===== config.mk =====
export PLATFORM = sky130hd
export DESIGN_NAME = teoc_top
export DESIGN_NICKNAME = d
export VERILOG_FILES = /design/src/teoc_pkg.sv /design/src/teoc_shift.sv /design/src/teoc_top.sv /design/src/teoc_wordbuf.sv
export SDC_FILE = /design/constraint.sdc
export NUM_CORES = 1
export LEC_CHECK = 0
export ABC_CLOCK_PERIOD_IN_PS = 4700
export BUFFER_PORTS_ARGS = -buffer_cell sky130_fd_sc_hd__buf_4
export CORE_UTILIZATION = 30
export CTS_CLUSTER_SIZE = 8
export DETAILED_ROUTE_END_ITERATION = 6
export PLACE_DENSITY = 0.47
export SLEW_MARGIN = 20
export SYNTH_ARGS = -nofsm -noshare
export SYNTH_HDL_FRONTEND = slang
export SYNTH_SLANG_ARGS = --single-unit
export TNS_END_PERCENT = 10

===== constraint.sdc =====
create_clock -name i_clk -period 4.7 [get_ports i_clk]
set_input_delay 0.47 -clock i_clk [delete_from_list [all_inputs] [get_ports i_clk]]
set_output_delay 0.47 -clock i_clk [all_outputs]
set_load 0.02 [all_outputs]

===== src/teoc_pkg.sv =====
// Package with constants and types for the tape extended operations control block.
package teoc_pkg;
  // ==========================================================================
  // Widths.
  localparam int unsigned WORD_W  = 12;
  localparam int unsigned LINE_W  = 3;
  localparam int unsigned FIELD_W = 3;
  localparam int unsigned ADDR_W  = 12;
  localparam int unsigned BLK_W   = 11;

  // ==========================================================================
  // Control register field positions, counted from the least significant bit.
  // Processor bit 0 is the most significant bit, so processor bit n is 11-n.
  localparam int unsigned XO_FIELD_HI = 11;
  localparam int unsigned XO_FIELD_LO = 9;
  localparam int unsigned XO_MARK     = 7;
  localparam int unsigned XO_IRQ_EN   = 6;
  localparam int unsigned XO_MAINT    = 5;
  localparam int unsigned XO_EXT_ADDR = 4;
  localparam int unsigned XO_NO_PAUSE = 3;
  localparam int unsigned XO_HOLD_MOT = 2;
  localparam int unsigned XO_UNIT_HI  = 1;
  localparam int unsigned XO_UNIT_LO  = 0;

  // ==========================================================================
  // Reset values and counts.
  localparam logic [11:0] XO_RESET      = 12'h000;
  localparam logic [1:0]  LINES_PER_WD  = 2'h3;
  localparam logic [11:0] QUARTER_SIZE  = 12'h100;
  localparam logic [11:0] ADDR_ZERO     = 12'h000;

  // ==========================================================================
  // Decoded control register.
  typedef struct packed {
    logic [2:0] field;
    logic       mark;
    logic       irq_en;
    logic       maint;
    logic       ext_addr;
    logic       no_pause;
    logic       hold_motion;
    logic [1:0] preunit;
  } teoc_ctl_t;

  // Tape line as seen on the three data channels.
  typedef struct packed {
    logic       strobe;
    logic [2:0] bits;
  } teoc_line_t;

  // Controller states.
  typedef enum logic [3:0] {
    TEOC_IDLE  = 4'b0001,
    TEOC_READ  = 4'b0010,
    TEOC_WRITE = 4'b0100,
    TEOC_DONE  = 4'b1000
  } teoc_state_t;
endpackage


===== src/teoc_shift.sv =====
// Line shift buffer that assembles and disassembles 12-bit words three bits at a time.
`timescale 1ns/1ps
`default_nettype none
module teoc_shift (
  // Clock and reset.
  input  wire logic        i_clk,
  input  wire logic        i_rst_n,
  // Control.
  input  wire logic        i_load,
  input  wire logic [11:0] i_load_word,
  input  wire logic        i_shift,
  input  wire logic [2:0]  i_line_in,
  // State.
  output logic [11:0]      o_word,
  output logic [2:0]       o_line_out,
  output logic [1:0]       o_count
);
  logic [11:0] line_shift_buffer_r;
  logic [1:0]  count_r;

  // Bits 0, 4 and 8 in processor numbering face the write heads.
  assign o_word     = line_shift_buffer_r;
  assign o_line_out = {line_shift_buffer_r[11], line_shift_buffer_r[7], line_shift_buffer_r[3]};
  assign o_count    = count_r;

  // Read enters at processor bits 3, 7 and 11, then each group moves left one place. A load is a write's first line.
  always_ff @(posedge i_clk or negedge i_rst_n) begin
    if (!i_rst_n) begin
      line_shift_buffer_r <= 12'h000;
      count_r             <= 2'h0;
    end else if (i_load) begin
      line_shift_buffer_r <= i_load_word;
      count_r             <= 2'h1;
    end else if (i_shift) begin
      line_shift_buffer_r <= {line_shift_buffer_r[10:8], i_line_in[2],
                              line_shift_buffer_r[6:4], i_line_in[1],
                              line_shift_buffer_r[2:0], i_line_in[0]};
      count_r             <= count_r + 2'h1;
    end
  end
endmodule
`default_nettype wire


===== src/teoc_top.sv =====
// Tape extended operations control: control register, word assembly and address setup.
//
// Contract
// After both instruction words the controller runs the transfer by itself.
// Read: three bits per line then shift; four lines make a word.
// Write: three bits per line out of the buffer, reverse of reading.
// Read words go to the holding register; write words come from it.
// Software loads the control register before the first instruction word.
// Accumulator bits 0-2 select the 4K memory field.
// Control bit 3 is unused and ignored.
// Marking permission sets only with program request and console switch held.
// Bit 5 with interrupts on and done flag requests an interrupt.
// Maintenance bit blocks tape timing and data; transfer instructions substitute.
// Extended bit copies address setup into pointer; no quarter mapping.
// No-pause bit lets the processor continue once the instruction starts.
// Hold bit keeps the unit moving after completion although deselected.
// Bits 10-11 preselect one of extra transports 2 through 7.
// Software uses only single-block transfers in extended mode.
// Extended mode takes second-word bits 1-11 as the block number.
// Software loads the address setup register before an extended instruction.
// The memory pointer wraps inside its 4096-word field.
// Standard mode starts at quarter n times 400 octal.
`timescale 1ns/1ps
`default_nettype none
module teoc_top (
  // Clock and reset.
  input  wire logic        i_clk,
  input  wire logic        i_rst_n,
  // Processor instructions.
  input  wire logic        i_load_ext_ops_from_acc,
  input  wire logic        i_load_addr_setup,
  input  wire logic [11:0] i_acc,
  input  wire logic        i_instr_word1,
  input  wire logic        i_instr_write,
  input  wire logic [2:0]  i_instr_quarter,
  input  wire logic        i_instr_word2,
  input  wire logic [11:0] i_instr_data,
  input  wire logic        i_int_enabled,
  // Console and formatting program.
  input  wire logic        i_mark_switch,
  input  wire logic        i_mark_request,
  // Tape side.
  input  wire logic        i_tape_strobe,
  input  wire logic [2:0]  i_tape_line,
  input  wire logic        i_block_end,
  // Maintenance transfer instructions.
  input  wire logic        i_io_transfer_instruction,
  input  wire logic [2:0]  i_maint_line,
  // Memory side.
  output logic             o_mem_valid,
  output logic [11:0]      o_mem_data,
  output logic [11:0]      o_mem_addr,
  output logic [2:0]       o_mem_field,
  input  wire logic        i_mem_ready,
  input  wire logic        i_mem_wvalid,
  input  wire logic [11:0] i_mem_wdata,
  output logic             o_mem_wready,
  // Status and controls.
  output logic [2:0]       o_tape_line,
  output logic             o_write_enable,
  output logic [10:0]      o_target_block_number,
  output logic             o_cp_pause,
  output logic             o_tape_done,
  output logic             o_int_request,
  output logic             o_mark_enable,
  output logic             o_maint_mode,
  output logic             o_unit_motion,
  output logic [1:0]       o_preunit
);
  teoc_pkg::teoc_ctl_t  extended_ops_control_r;
  teoc_pkg::teoc_state_t state_r;
  teoc_pkg::teoc_line_t  line_src;
  logic [11:0]           addr_setup_r;
  logic [11:0]           tape_memory_pointer_r;
  logic [11:0]           tape_word_holding_r;
  logic                  hold_full_r;
  logic [10:0]           target_block_number_r;
  logic                  write_r;
  logic                  done_r;
  logic                  pause_r;
  logic                  motion_r;
  logic                  irq_r;
  logic [11:0]           sh_word;
  logic [2:0]            sh_line_out;
  logic [1:0]            sh_count;
  logic                  sh_load;
  logic                  sh_shift;
  logic                  word_ready;
  logic                  buf_in_ready;
  logic                  buf_out_valid;
  logic [11:0]           buf_out_data;
  logic                  wr_need;

  // Wrapping increment inside a 4096-word field; the carry is dropped on purpose.
  function automatic logic [11:0] teoc_inc(input logic [11:0] a);
    teoc_inc = a + 12'h001;
  endfunction

  // Start address of a memory quarter.
  function automatic logic [11:0] teoc_quarter(input logic [2:0] q);
    teoc_quarter = 12'({q, 8'h00});
  endfunction

  // ==========================================================================
  // Line source: maintenance mode shuts the tape out and uses the substitute path.
  always_comb begin
    if (extended_ops_control_r.maint) begin
      line_src.strobe = i_io_transfer_instruction;
      line_src.bits   = i_maint_line;
    end else begin
      line_src.strobe = i_tape_strobe;
      line_src.bits   = i_tape_line;
    end
  end

  // Read shifts wait while a word is held; write shifts run out the loaded word.
  assign sh_shift   = line_src.strobe && (((state_r == teoc_pkg::TEOC_READ) && !word_ready) ||
                      ((state_r == teoc_pkg::TEOC_WRITE) && sh_count != 2'h0));
  assign wr_need    = (state_r == teoc_pkg::TEOC_WRITE) && line_src.strobe && hold_full_r
                      && (sh_count == 2'h0);
  assign sh_load    = wr_need;
  assign word_ready = (state_r == teoc_pkg::TEOC_READ) && hold_full_r;
  assign o_mem_wready = (state_r == teoc_pkg::TEOC_WRITE) && !hold_full_r;

  // ==========================================================================
  // Shift buffer.
  teoc_shift u_shift (
    .i_clk       (i_clk),
    .i_rst_n     (i_rst_n),
    .i_load      (sh_load),
    .i_load_word (tape_word_holding_r),
    .i_shift     (sh_shift),
    .i_line_in   (line_src.bits),
    .o_word      (sh_word),
    .o_line_out  (sh_line_out),
    .o_count     (sh_count)
  );

  // Read words queue toward memory; a stalled memory loses nothing until both entries and the holding register are full.
  teoc_wordbuf u_buf (
    .i_clk       (i_clk),
    .i_rst_n     (i_rst_n),
    .i_in_valid  (word_ready),
    .i_in_data   (tape_word_holding_r),
    .o_in_ready  (buf_in_ready),
    .o_out_valid (buf_out_valid),
    .o_out_data  (buf_out_data),
    .i_out_ready (i_mem_ready && !o_mem_valid)
  );

  // ==========================================================================
  // Control register load; bit 3 is simply not stored.
  always_ff @(posedge i_clk or negedge i_rst_n) begin
    if (!i_rst_n) begin
      extended_ops_control_r <= '0;
    end else if (i_load_ext_ops_from_acc) begin
      extended_ops_control_r.field       <= i_acc[teoc_pkg::XO_FIELD_HI:teoc_pkg::XO_FIELD_LO];
      extended_ops_control_r.mark        <= i_acc[teoc_pkg::XO_MARK] && i_mark_request
                                            && i_mark_switch;
      extended_ops_control_r.irq_en      <= i_acc[teoc_pkg::XO_IRQ_EN];
      extended_ops_control_r.maint       <= i_acc[teoc_pkg::XO_MAINT];
      extended_ops_control_r.ext_addr    <= i_acc[teoc_pkg::XO_EXT_ADDR];
      extended_ops_control_r.no_pause    <= i_acc[teoc_pkg::XO_NO_PAUSE];
      extended_ops_control_r.hold_motion <= i_acc[teoc_pkg::XO_HOLD_MOT];
      extended_ops_control_r.preunit     <= i_acc[teoc_pkg::XO_UNIT_HI:teoc_pkg::XO_UNIT_LO];
    end
  end

  // Address setup register.
  always_ff @(posedge i_clk or negedge i_rst_n) begin
    if (!i_rst_n) begin
      addr_setup_r <= teoc_pkg::ADDR_ZERO;
    end else if (i_load_addr_setup) begin
      addr_setup_r <= i_acc;
    end
  end

  // ==========================================================================
  // Sequencer: first word arms, second word starts, block end finishes.
  always_ff @(posedge i_clk or negedge i_rst_n) begin
    if (!i_rst_n) begin
      state_r <= teoc_pkg::TEOC_IDLE;
      write_r <= 1'b0;
    end else begin
      unique case (state_r)
        teoc_pkg::TEOC_IDLE: begin
          if (i_instr_word1) begin
            write_r <= i_instr_write;
          end
          if (i_instr_word2) begin
            state_r <= write_r ? teoc_pkg::TEOC_WRITE : teoc_pkg::TEOC_READ;
          end
        end
        teoc_pkg::TEOC_READ,
        teoc_pkg::TEOC_WRITE: begin
          if (i_block_end) begin
            state_r <= teoc_pkg::TEOC_DONE;
          end
        end
        teoc_pkg::TEOC_DONE: begin
          state_r <= teoc_pkg::TEOC_IDLE;
        end
      endcase
    end
  end

  // Pointer is set up at the first word, block number at the second word.
  always_ff @(posedge i_clk or negedge i_rst_n) begin
    if (!i_rst_n) begin
      tape_memory_pointer_r <= teoc_pkg::ADDR_ZERO;
      target_block_number_r <= 11'h000;
    end else if (state_r == teoc_pkg::TEOC_IDLE && i_instr_word1) begin
      tape_memory_pointer_r <= extended_ops_control_r.ext_addr ? addr_setup_r
                               : teoc_quarter(i_instr_quarter);
    end else if (state_r == teoc_pkg::TEOC_IDLE && i_instr_word2) begin
      target_block_number_r <= extended_ops_control_r.ext_addr ? i_instr_data[10:0]
                               : {2'h0, i_instr_data[8:0]};
    end else if ((o_mem_valid && i_mem_ready) || (i_mem_wvalid && o_mem_wready)) begin
      tape_memory_pointer_r <= teoc_inc(tape_memory_pointer_r);
    end
  end

  // Holding register: read fills it from the shift buffer, write fills it from memory.
  always_ff @(posedge i_clk or negedge i_rst_n) begin
    if (!i_rst_n) begin
      tape_word_holding_r <= 12'h000;
      hold_full_r         <= 1'b0;
    end else if (state_r == teoc_pkg::TEOC_READ) begin
      if (word_ready && buf_in_ready) begin
        hold_full_r <= 1'b0;
      end else if (!hold_full_r && sh_shift && sh_count == teoc_pkg::LINES_PER_WD) begin
        tape_word_holding_r <= {sh_word[10:8], line_src.bits[2], sh_word[6:4], line_src.bits[1],
                                sh_word[2:0], line_src.bits[0]};
        hold_full_r         <= 1'b1;
      end
    end else if (state_r == teoc_pkg::TEOC_WRITE) begin
      if (i_mem_wvalid && o_mem_wready) begin
        tape_word_holding_r <= i_mem_wdata;
        hold_full_r         <= 1'b1;
      end else if (sh_load) begin
        hold_full_r <= 1'b0;
      end
    end else begin
      hold_full_r <= 1'b0;
    end
  end

  // Memory write port holds a word until memory takes it.
  always_ff @(posedge i_clk or negedge i_rst_n) begin
    if (!i_rst_n) begin
      o_mem_valid <= 1'b0;
      o_mem_data  <= 12'h000;
    end else if (o_mem_valid) begin
      if (i_mem_ready) begin
        o_mem_valid <= 1'b0;
      end
    end else if (buf_out_valid && i_mem_ready) begin
      o_mem_valid <= 1'b1;
      o_mem_data  <= buf_out_data;
    end
  end

  // ==========================================================================
  // Registered outputs toward tape and memory.
  always_ff @(posedge i_clk or negedge i_rst_n) begin
    if (!i_rst_n) begin
      o_mem_addr            <= teoc_pkg::ADDR_ZERO;
      o_mem_field           <= 3'h0;
      o_tape_line           <= 3'h0;
      o_write_enable        <= 1'b0;
      o_target_block_number <= 11'h000;
      o_mark_enable         <= 1'b0;
      o_maint_mode          <= 1'b0;
      o_preunit             <= 2'h0;
    end else begin
      o_mem_addr            <= tape_memory_pointer_r;
      o_mem_field           <= extended_ops_control_r.field;
      o_tape_line           <= sh_line_out;
      o_write_enable        <= (state_r == teoc_pkg::TEOC_WRITE) && !extended_ops_control_r.maint;
      o_target_block_number <= target_block_number_r;
      o_mark_enable         <= extended_ops_control_r.mark;
      o_maint_mode          <= extended_ops_control_r.maint;
      o_preunit             <= extended_ops_control_r.preunit;
    end
  end

  // Done flag, processor pause and unit motion.
  always_ff @(posedge i_clk or negedge i_rst_n) begin
    if (!i_rst_n) begin
      done_r   <= 1'b0;
      pause_r  <= 1'b0;
      motion_r <= 1'b0;
    end else begin
      if (state_r == teoc_pkg::TEOC_DONE) begin
        done_r <= 1'b1;
      end else if (i_instr_word1) begin
        done_r <= 1'b0;
      end
      if (state_r == teoc_pkg::TEOC_IDLE && i_instr_word2) begin
        pause_r  <= !extended_ops_control_r.no_pause;
        motion_r <= 1'b1;
      end else if (state_r == teoc_pkg::TEOC_DONE) begin
        pause_r  <= 1'b0;
        motion_r <= extended_ops_control_r.hold_motion;
      end
    end
  end

  // Interrupt request level.
  always_ff @(posedge i_clk or negedge i_rst_n) begin
    if (!i_rst_n) begin
      irq_r <= 1'b0;
    end else begin
      irq_r <= extended_ops_control_r.irq_en && i_int_enabled && done_r;
    end
  end

  assign o_cp_pause    = pause_r;
  assign o_tape_done   = done_r;
  assign o_int_request = irq_r;
  assign o_unit_motion = motion_r;
endmodule
`default_nettype wire


===== src/teoc_wordbuf.sv =====
// Two-entry word buffer with valid and ready on both sides.
`timescale 1ns/1ps
`default_nettype none
module teoc_wordbuf (
  // Clock and reset.
  input  wire logic        i_clk,
  input  wire logic        i_rst_n,
  // Filling side.
  input  wire logic        i_in_valid,
  input  wire logic [11:0] i_in_data,
  output logic             o_in_ready,
  // Draining side.
  output logic             o_out_valid,
  output logic [11:0]      o_out_data,
  input  wire logic        i_out_ready
);
  logic [11:0] mem_r [2];
  logic        wp_r;
  logic        rp_r;
  logic [1:0]  cnt_r;
  logic        push;
  logic        pop;

  // Ready and valid come straight from the occupancy count.
  assign o_in_ready  = (cnt_r != 2'h2);
  assign o_out_valid = (cnt_r != 2'h0);
  assign o_out_data  = mem_r[rp_r];
  assign push        = i_in_valid && o_in_ready;
  assign pop         = o_out_valid && i_out_ready;

  // Storage is written only on a push, so no reset is needed there.
  always_ff @(posedge i_clk) begin
    if (push) begin
      mem_r[wp_r] <= i_in_data;
    end
  end

  // Pointers and count.
  always_ff @(posedge i_clk or negedge i_rst_n) begin
    if (!i_rst_n) begin
      wp_r  <= 1'b0;
      rp_r  <= 1'b0;
      cnt_r <= 2'h0;
    end else begin
      if (push) begin
        wp_r <= ~wp_r;
      end
      if (pop) begin
        rp_r <= ~rp_r;
      end
      cnt_r <= cnt_r + {1'b0, push} - {1'b0, pop};
    end
  end
endmodule
`default_nettype wire


* After elaboration in Yosys (flattened, before gate mapping)
Memory sizes are Yosys's and may differ from the RTL's. A register that Yosys moved wholly into a read port is not among the register bits.
Cells that the tools add are included.
** Operators by class
- Mux-type cells :: 36
- Equal/unequal tests :: 13
- Add/subtract/negate cells :: 4
- Bitwise gates (word level) :: 4
- Reductions and logical operators :: 48
** Operators with widths (count)
- two-way mux 12 bit :: 11
- logical AND 1 bit :: 23
- two-way mux 1 bit :: 17
- nonzero test 2 bit :: 8
- adder 12 x 1 -> 12 bit (second input constant) :: 1
- two-way mux 4 bit :: 3
- one-hot mux 4 bit (3 select lines) :: 1
- AND reduction 2 bit :: 6
- two-way mux 11 bit :: 1
- != test 2 bit (second input constant) :: 5
- zero test 1 bit :: 6
- equality test 4 x 1 -> 1 bit (second input constant) :: 1
- equality test 4 x 2 -> 1 bit (second input constant) :: 1
- equality test 4 x 3 -> 1 bit (second input constant) :: 1
- equality test 4 bit (second input constant) :: 1
- two-way mux 2 bit :: 2
- != test 4 x 2 -> 1 bit (second input constant) :: 1
- inverter 1 bit :: 4
- AND reduction 4 bit :: 1
- two-way mux 3 bit :: 1
- != test 3 x 1 -> 1 bit (second input constant) :: 1
- adder 2 x 1 -> 2 bit :: 1
- adder 2 x 1 -> 2 bit (second input constant) :: 1
- equality test 2 bit (second input constant) :: 1
- 5 further kinds :: 6
** Word-level totals
- Logic and storage cells :: 139
- Memories :: 1
- Register bits :: 121
- Output and inout port bits :: 52
- Bits in writable memories :: 24
- Input bits :: 60
** Memory list
- u_buf.mem_r :: depth 2, width 12, rd ports 1, clocked after Yosys merged registers in 1, wr ports 1, RTL line teoc_wordbuf.sv:17 : logic [11:0] mem_r [2];

* Longest topological paths before layout
- Word-level depth :: 11
- Gate-level depth with buffers :: 9
- Gate-level depth less buffers :: 8

* Hierarchy
A second synthesis with hierarchy kept.
** Second synthesis, totals
- Cell total of the unflattened synthesis :: 493
- Area, all modules :: 6439.9 sq um
** By module, submodules not included
- teoc_top :: cells an instance 377, area each 4697.0 sq um, times used 1, seq. area each 2879.0 sq um
- teoc_wordbuf :: cells an instance 54, area each 1062.3 sq um, times used 1, seq. area each 820.8 sq um
- teoc_shift :: cells an instance 62, area each 680.7 sq um, times used 1, seq. area each 350.3 sq um

* Worst setup path after synthesis
Ideal clock, no wire load.
- Kind :: register to register
- Start point :: register state_r[2]
- End point :: memory u_buf.mem_r[0][0] (enable)
- Arrival :: 1.880 ns
- Setup slack :: 2.440 ns
- Cell stages (with the launch flop) :: 5
- Required time :: 4.320 ns
- Buffers on the path :: 1
- Library setup time :: 0.380 ns
- Period minus slack after synthesis :: 2.260 ns
- Path through :: dfrtp_1 > nor4b_4 > buf_2 > nand3_1 > nor2_1
** On the way
- Word-level cells in the longest chain between the ends :: 5
** Ends and longest elaborated chain
- start: declaration :: RTL line teoc_top.sv:71 : teoc_pkg::teoc_state_t state_r;
- start signal: assignment :: RTL line teoc_top.sv:182 : state_r <= teoc_pkg::TEOC_IDLE;
- start signal: assignment :: RTL line teoc_top.sv:191 : state_r <= write_r ? teoc_pkg::TEOC_WRITE : teoc_pkg::TEOC_READ;
- start signal: assignment :: RTL line teoc_top.sv:197 : state_r <= teoc_pkg::TEOC_DONE;
- equality test 4 x 2 -> 1 bit :: RTL line teoc_top.sv:122 : assign word_ready = (state_r == teoc_pkg::TEOC_READ) && hold_full_r;
- logical AND 1 bit :: RTL line teoc_top.sv:122
- logical AND 1 bit :: RTL line teoc_wordbuf.sv:28 : assign push = i_in_valid && o_in_ready;
- two-way mux 1 bit :: RTL line teoc_wordbuf.sv:33 : if (push) begin
- two-way mux 1 bit (not written as such) :: RTL line teoc_wordbuf.sv:34 : mem_r[wp_r] <= i_in_data;
- end: declaration :: RTL line teoc_wordbuf.sv:17
No other way between the ends.

* Final worst setup path
- Start point :: register state_r[2]
- End point :: register u_shift.line_shift_buffer_r[10] (netlist: u_shift.o_word[10])
** On the way
- Word-level cells in the longest chain between the ends :: 7
- Elaborated cells on any way between the ends :: 13
- Those cells by class :: 2 x eq/ne; 1 x mux; 10 x reduce/logical
** Ends and longest elaborated chain
- equality test 4 x 2 -> 1 bit :: RTL line teoc_top.sv:117, teoc_top.sv:122
- logical AND 1 bit :: RTL line teoc_top.sv:122
- zero test 1 bit :: RTL line teoc_top.sv:117 : assign sh_shift = line_src.strobe && (((state_r == teoc_pkg::TEOC_READ) && !word_ready) ||
- logical AND 1 bit :: RTL line teoc_top.sv:117
- logical OR 1 bit :: RTL line teoc_top.sv:117
- logical AND 1 bit :: RTL line teoc_top.sv:117
- nonzero test 2 bit (no source line)
- end signal: assignment :: RTL line teoc_shift.sv:32 : line_shift_buffer_r <= i_load_word;
- end signal: assignment :: RTL line teoc_shift.sv:35 : line_shift_buffer_r <= {line_shift_buffer_r[10:8], i_line_in[2],
- end: declaration :: RTL line teoc_shift.sv:18 : logic [11:0] line_shift_buffer_r;
Several ways; a longest one is shown, not always the timed one.
A chain may end at the register's enable or synchronous reset.

==> impl_metrics.csv <==
group,metric,value,unit
worst_setup_path,reg2reg_slack,1.93,ns
place,port_buffers,110,
floorplanning,pin_count,112,
grt,antenna_found_initial,0,
detailed_routing,drt_iter0_drc,134,
cells_and_area,antenna_cells,0,
power_and_ir_drop,power.switching,1.77,mW
clock_tree,cts_root_buf,"clkbuf_16",
worst_setup_path,reg2regPathDepth,4,
detailed_routing,wirelength,14300,µm
timing,slew_viol_final,0,
timing,rsz0062_at_grt,"false",
grt,overflow,0,
floorplanning,start_util,30.7,%
power_and_ir_drop,switching_share,33.9,%
clock_tree,cts.sinks,157,
synthesis,synth_top_cell_area_share,51.0,%
timing,hold_ws,0.149,ns
cells_and_area,final_common_cell,"dfrtp_1",
worst_setup_path,crit_required,5.00,ns
clock_tree,clkSlewWorstSetupHoldPaths,0.07,ns
run,maxCapViolCount,0,
power_and_ir_drop,combPwrFrac,29.6,%
synthesis,netlist_instances,493,
power_and_ir_drop,power_density,636,mW/mm²
grt,grt_pass1_wl,22700,µm
timing,finalCritPeriodShare,58.8,%
timing,max_freq,362,MHz
detailed_routing,route.detailed.drc,0,
timing,setup_viol,0,
synthesis,synth_edf_count,24,
timing,slew_headroom,34.9,%
grt,grt_pass1_vias,4230,
place,place_inst,860,
synthesis,yosysTopAreaCell,"dfrtp_1",
grt,grt_usage,13.5,%
power_and_ir_drop,power_frac_seq,43.2,%
worst_setup_path,crit_fanout,15,
synthesis,syn_area_per_cell,13.1,µm²
run_status,outcome,"finished clean",
cells_and_area,area_growth_syn_to_layout,27.0,%
cells_and_area,fin_area,0.00822,mm²
clock_tree,cts_made_buffers,17,
worst_setup_path,worstPathArrival,3.07,ns
synthesis,synth_cell_types,59,
power_and_ir_drop,power_frac_clock,27.3,%
floorplanning,dieHeight,149,µm
power_and_ir_drop,intPower,3.45,mW
synthesis,synthTopCellsByArea,"dfrtp_1 (51%), edfxtp_1 (11%), mux2_2 (11%), nand2_1 (3.4%), mux2i_1 (3.2%)",
place,dp_hpwl,9790,µm
worst_setup_path,critPathKind,"reg2reg",
synthesis,synth_nets,558,
floorplanning,dieArea,0.0222,mm²
timing,hold_viol_final,0,
floorplanning,coreArea,0.0211,mm²
synthesis,synth_warnings,0,
timing,tightestPinTransition,0.974,ns
detailed_routing,vias,4227,
detailed_routing,antenna_left,0,
worst_setup_path,worstReg2RegEnd,"u_shift.o_word[10]",
clock_tree,cts_setup_buffers,0,
cells_and_area,drive_gt1_share,35.8,%
grt,grt_max_degree,93,
power_and_ir_drop,leakagePower,3.67,nW
worst_setup_path,endpoint_kind,"flip-flop",
detailed_routing,viasPerCell,4.73,
min_path,worstHoldPathType,"in2async",
synthesis,synth_area,0.00648,mm²
synthesis,synth_top_flop_cell,"dfrtp_1",
synthesis,yosysSeqAreaShare,62.5,%
cells_and_area,fin_cells,893,
floorplanning,row_count,53,
worst_setup_path,timing.rr.start,"state_r[2]",
timing,fin_crit,2.77,ns
power_and_ir_drop,ir_drop,0.247,mV
cells_and_area,final_cell_mix,"dfrtp_1 (132), buf_4 (113), mux2_2 (64)",
clock_tree,worstSkewPairLatency,0.42,ns
timing,fin_skew,0.0104,ns
clock_tree,cts_tree,"built",
cells_and_area,layout.nets,670,
synthesis,async_flop_share,84.7,%
place,place_congestion,0.767,
cells_and_area,fin_util,39.0,%
place,dpl_cell_area,0.00758,mm²
clock_tree,cts_hold_buffers,0,
synthesis,ys_ff_latch,157,
detailed_routing,wire_per_inst,16.0,µm
floorplanning,die_x,149,µm
worst_setup_path,crit_path_start_kind,"flip-flop",
timing,tns,0,ns
clock_tree,cts_htree_levels,4,
clock_tree,clockBufferDepth,2,
detailed_routing,dr.pass1.iters,4,
clock_tree,cts-resized-gates,0,
## worst max-delay path: stages, from the launching register on
cell and delay, ns:
dfrtp_1 0.69, nor4b_4 0.43, nand4_1 0.70, mux2_1 0.56
mux2_2 0.27
## layout make-up
class,count,area (µm²)
Multi-Input combinational cell,296,2260
Inverter,18,67.6
Clock inverter,15,204
Tap cell,275,344
Timing Repair Buffer,115,867
Sequential cell,157,4050
Clock buffer,17,425
Fill cell,2023,12900
## cell families after synthesis
family / after synthesis / synth area share [%]
multiplexers: 92 / 15.6
AO/OA/AOI/OAI: 70 / 7.40
flip-flops: 157 / 62.5
AND/OR/NAND/NOR: 123 / 10.1
XOR/XNOR: 6 / 0.811
adder cells (fa/ha/maj): 5 / 0.966
buffers and inverters: 40 / 2.57
## sequential cells by signal (all words and copies together), names as in the netlist, 2 cells and up
signal	count
u_buf.cnt_r	2
o_tape_line	3
tape_memory_pointer_r	12
o_mem_data	12
o_target_block_number	11
addr_setup_r	12
o_mem_addr	12
tape_word_holding_r	12
o_preunit	2
u_shift.o_count	2
u_shift.o_word	12
extended_ops_control_r	11
target_block_number_r	11
state_r	4
o_mem_field	3
u_buf.mem_r	24
## per-layer routing
metal	vias up	global-route usage, %	wire length [µm]
li1	2005	-	-
met1	2093	17.6	6610
met2	105	21.2	6700
met3	24	3.55	681
met4	0	5.97	299
met5	-	0	0
## cell usage after synthesis (all sizes together) (4+ instances only)
cell type / n
dfrtp: 132
mux2: 71
nand2: 59
o21ai: 25
edfxtp: 24
mux2i: 21
inv: 18
nor2: 13
buf: 12
nand3: 12
clkbuf: 10
a21oi: 7
nand4: 6
a31oi: 5
ha: 5
nor4b: 5
o211ai: 5
or4: 5
xnor2: 5
a32oi: 4
and3: 4
o31ai: 4
## power by group through the flow
stage | clock network (mW) | registers [mW] | logic (mW)
after CTS | 1.47 | 2.26 | 1.57
after detailed placement | 0 | 2.29 | 1.56
after floorplan | 0 | 2.34 | 0.889
after global routing | 1.52 | 2.34 | 1.70
after global placement | 0 | 2.27 | 1.53
final | 1.43 | 2.26 | 1.55
## metrics by stage
step                worst slack, ns  power, mW
finish                         1.93       5.23
CTS                            1.88       5.30
global placement               1.94       3.79
detailed placement             1.91       3.85
global route                   1.68       5.55
floorplan                      2.44       3.23
## worst max-delay path by stage
stage	startpoint	endpoint	slack (ns)	cells after the start
2_1_floorplan	state_r[2]	u_buf.mem_r[0][0]	2.44	4
3_3_place_gp	state_r[0]	tape_memory_pointer_r[1]	1.94	4
4_1_cts	state_r[0]	tape_memory_pointer_r[1]	1.88	4
6_report	state_r[2]	u_shift.o_word[10]	1.93	4
3_5_place_dp	state_r[0]	tape_memory_pointer_r[1]	1.91	4
5_1_grt	state_r[2]	u_shift.o_word[6]	1.68	4
No activity file was read; power rests on OpenSTA's default activity.
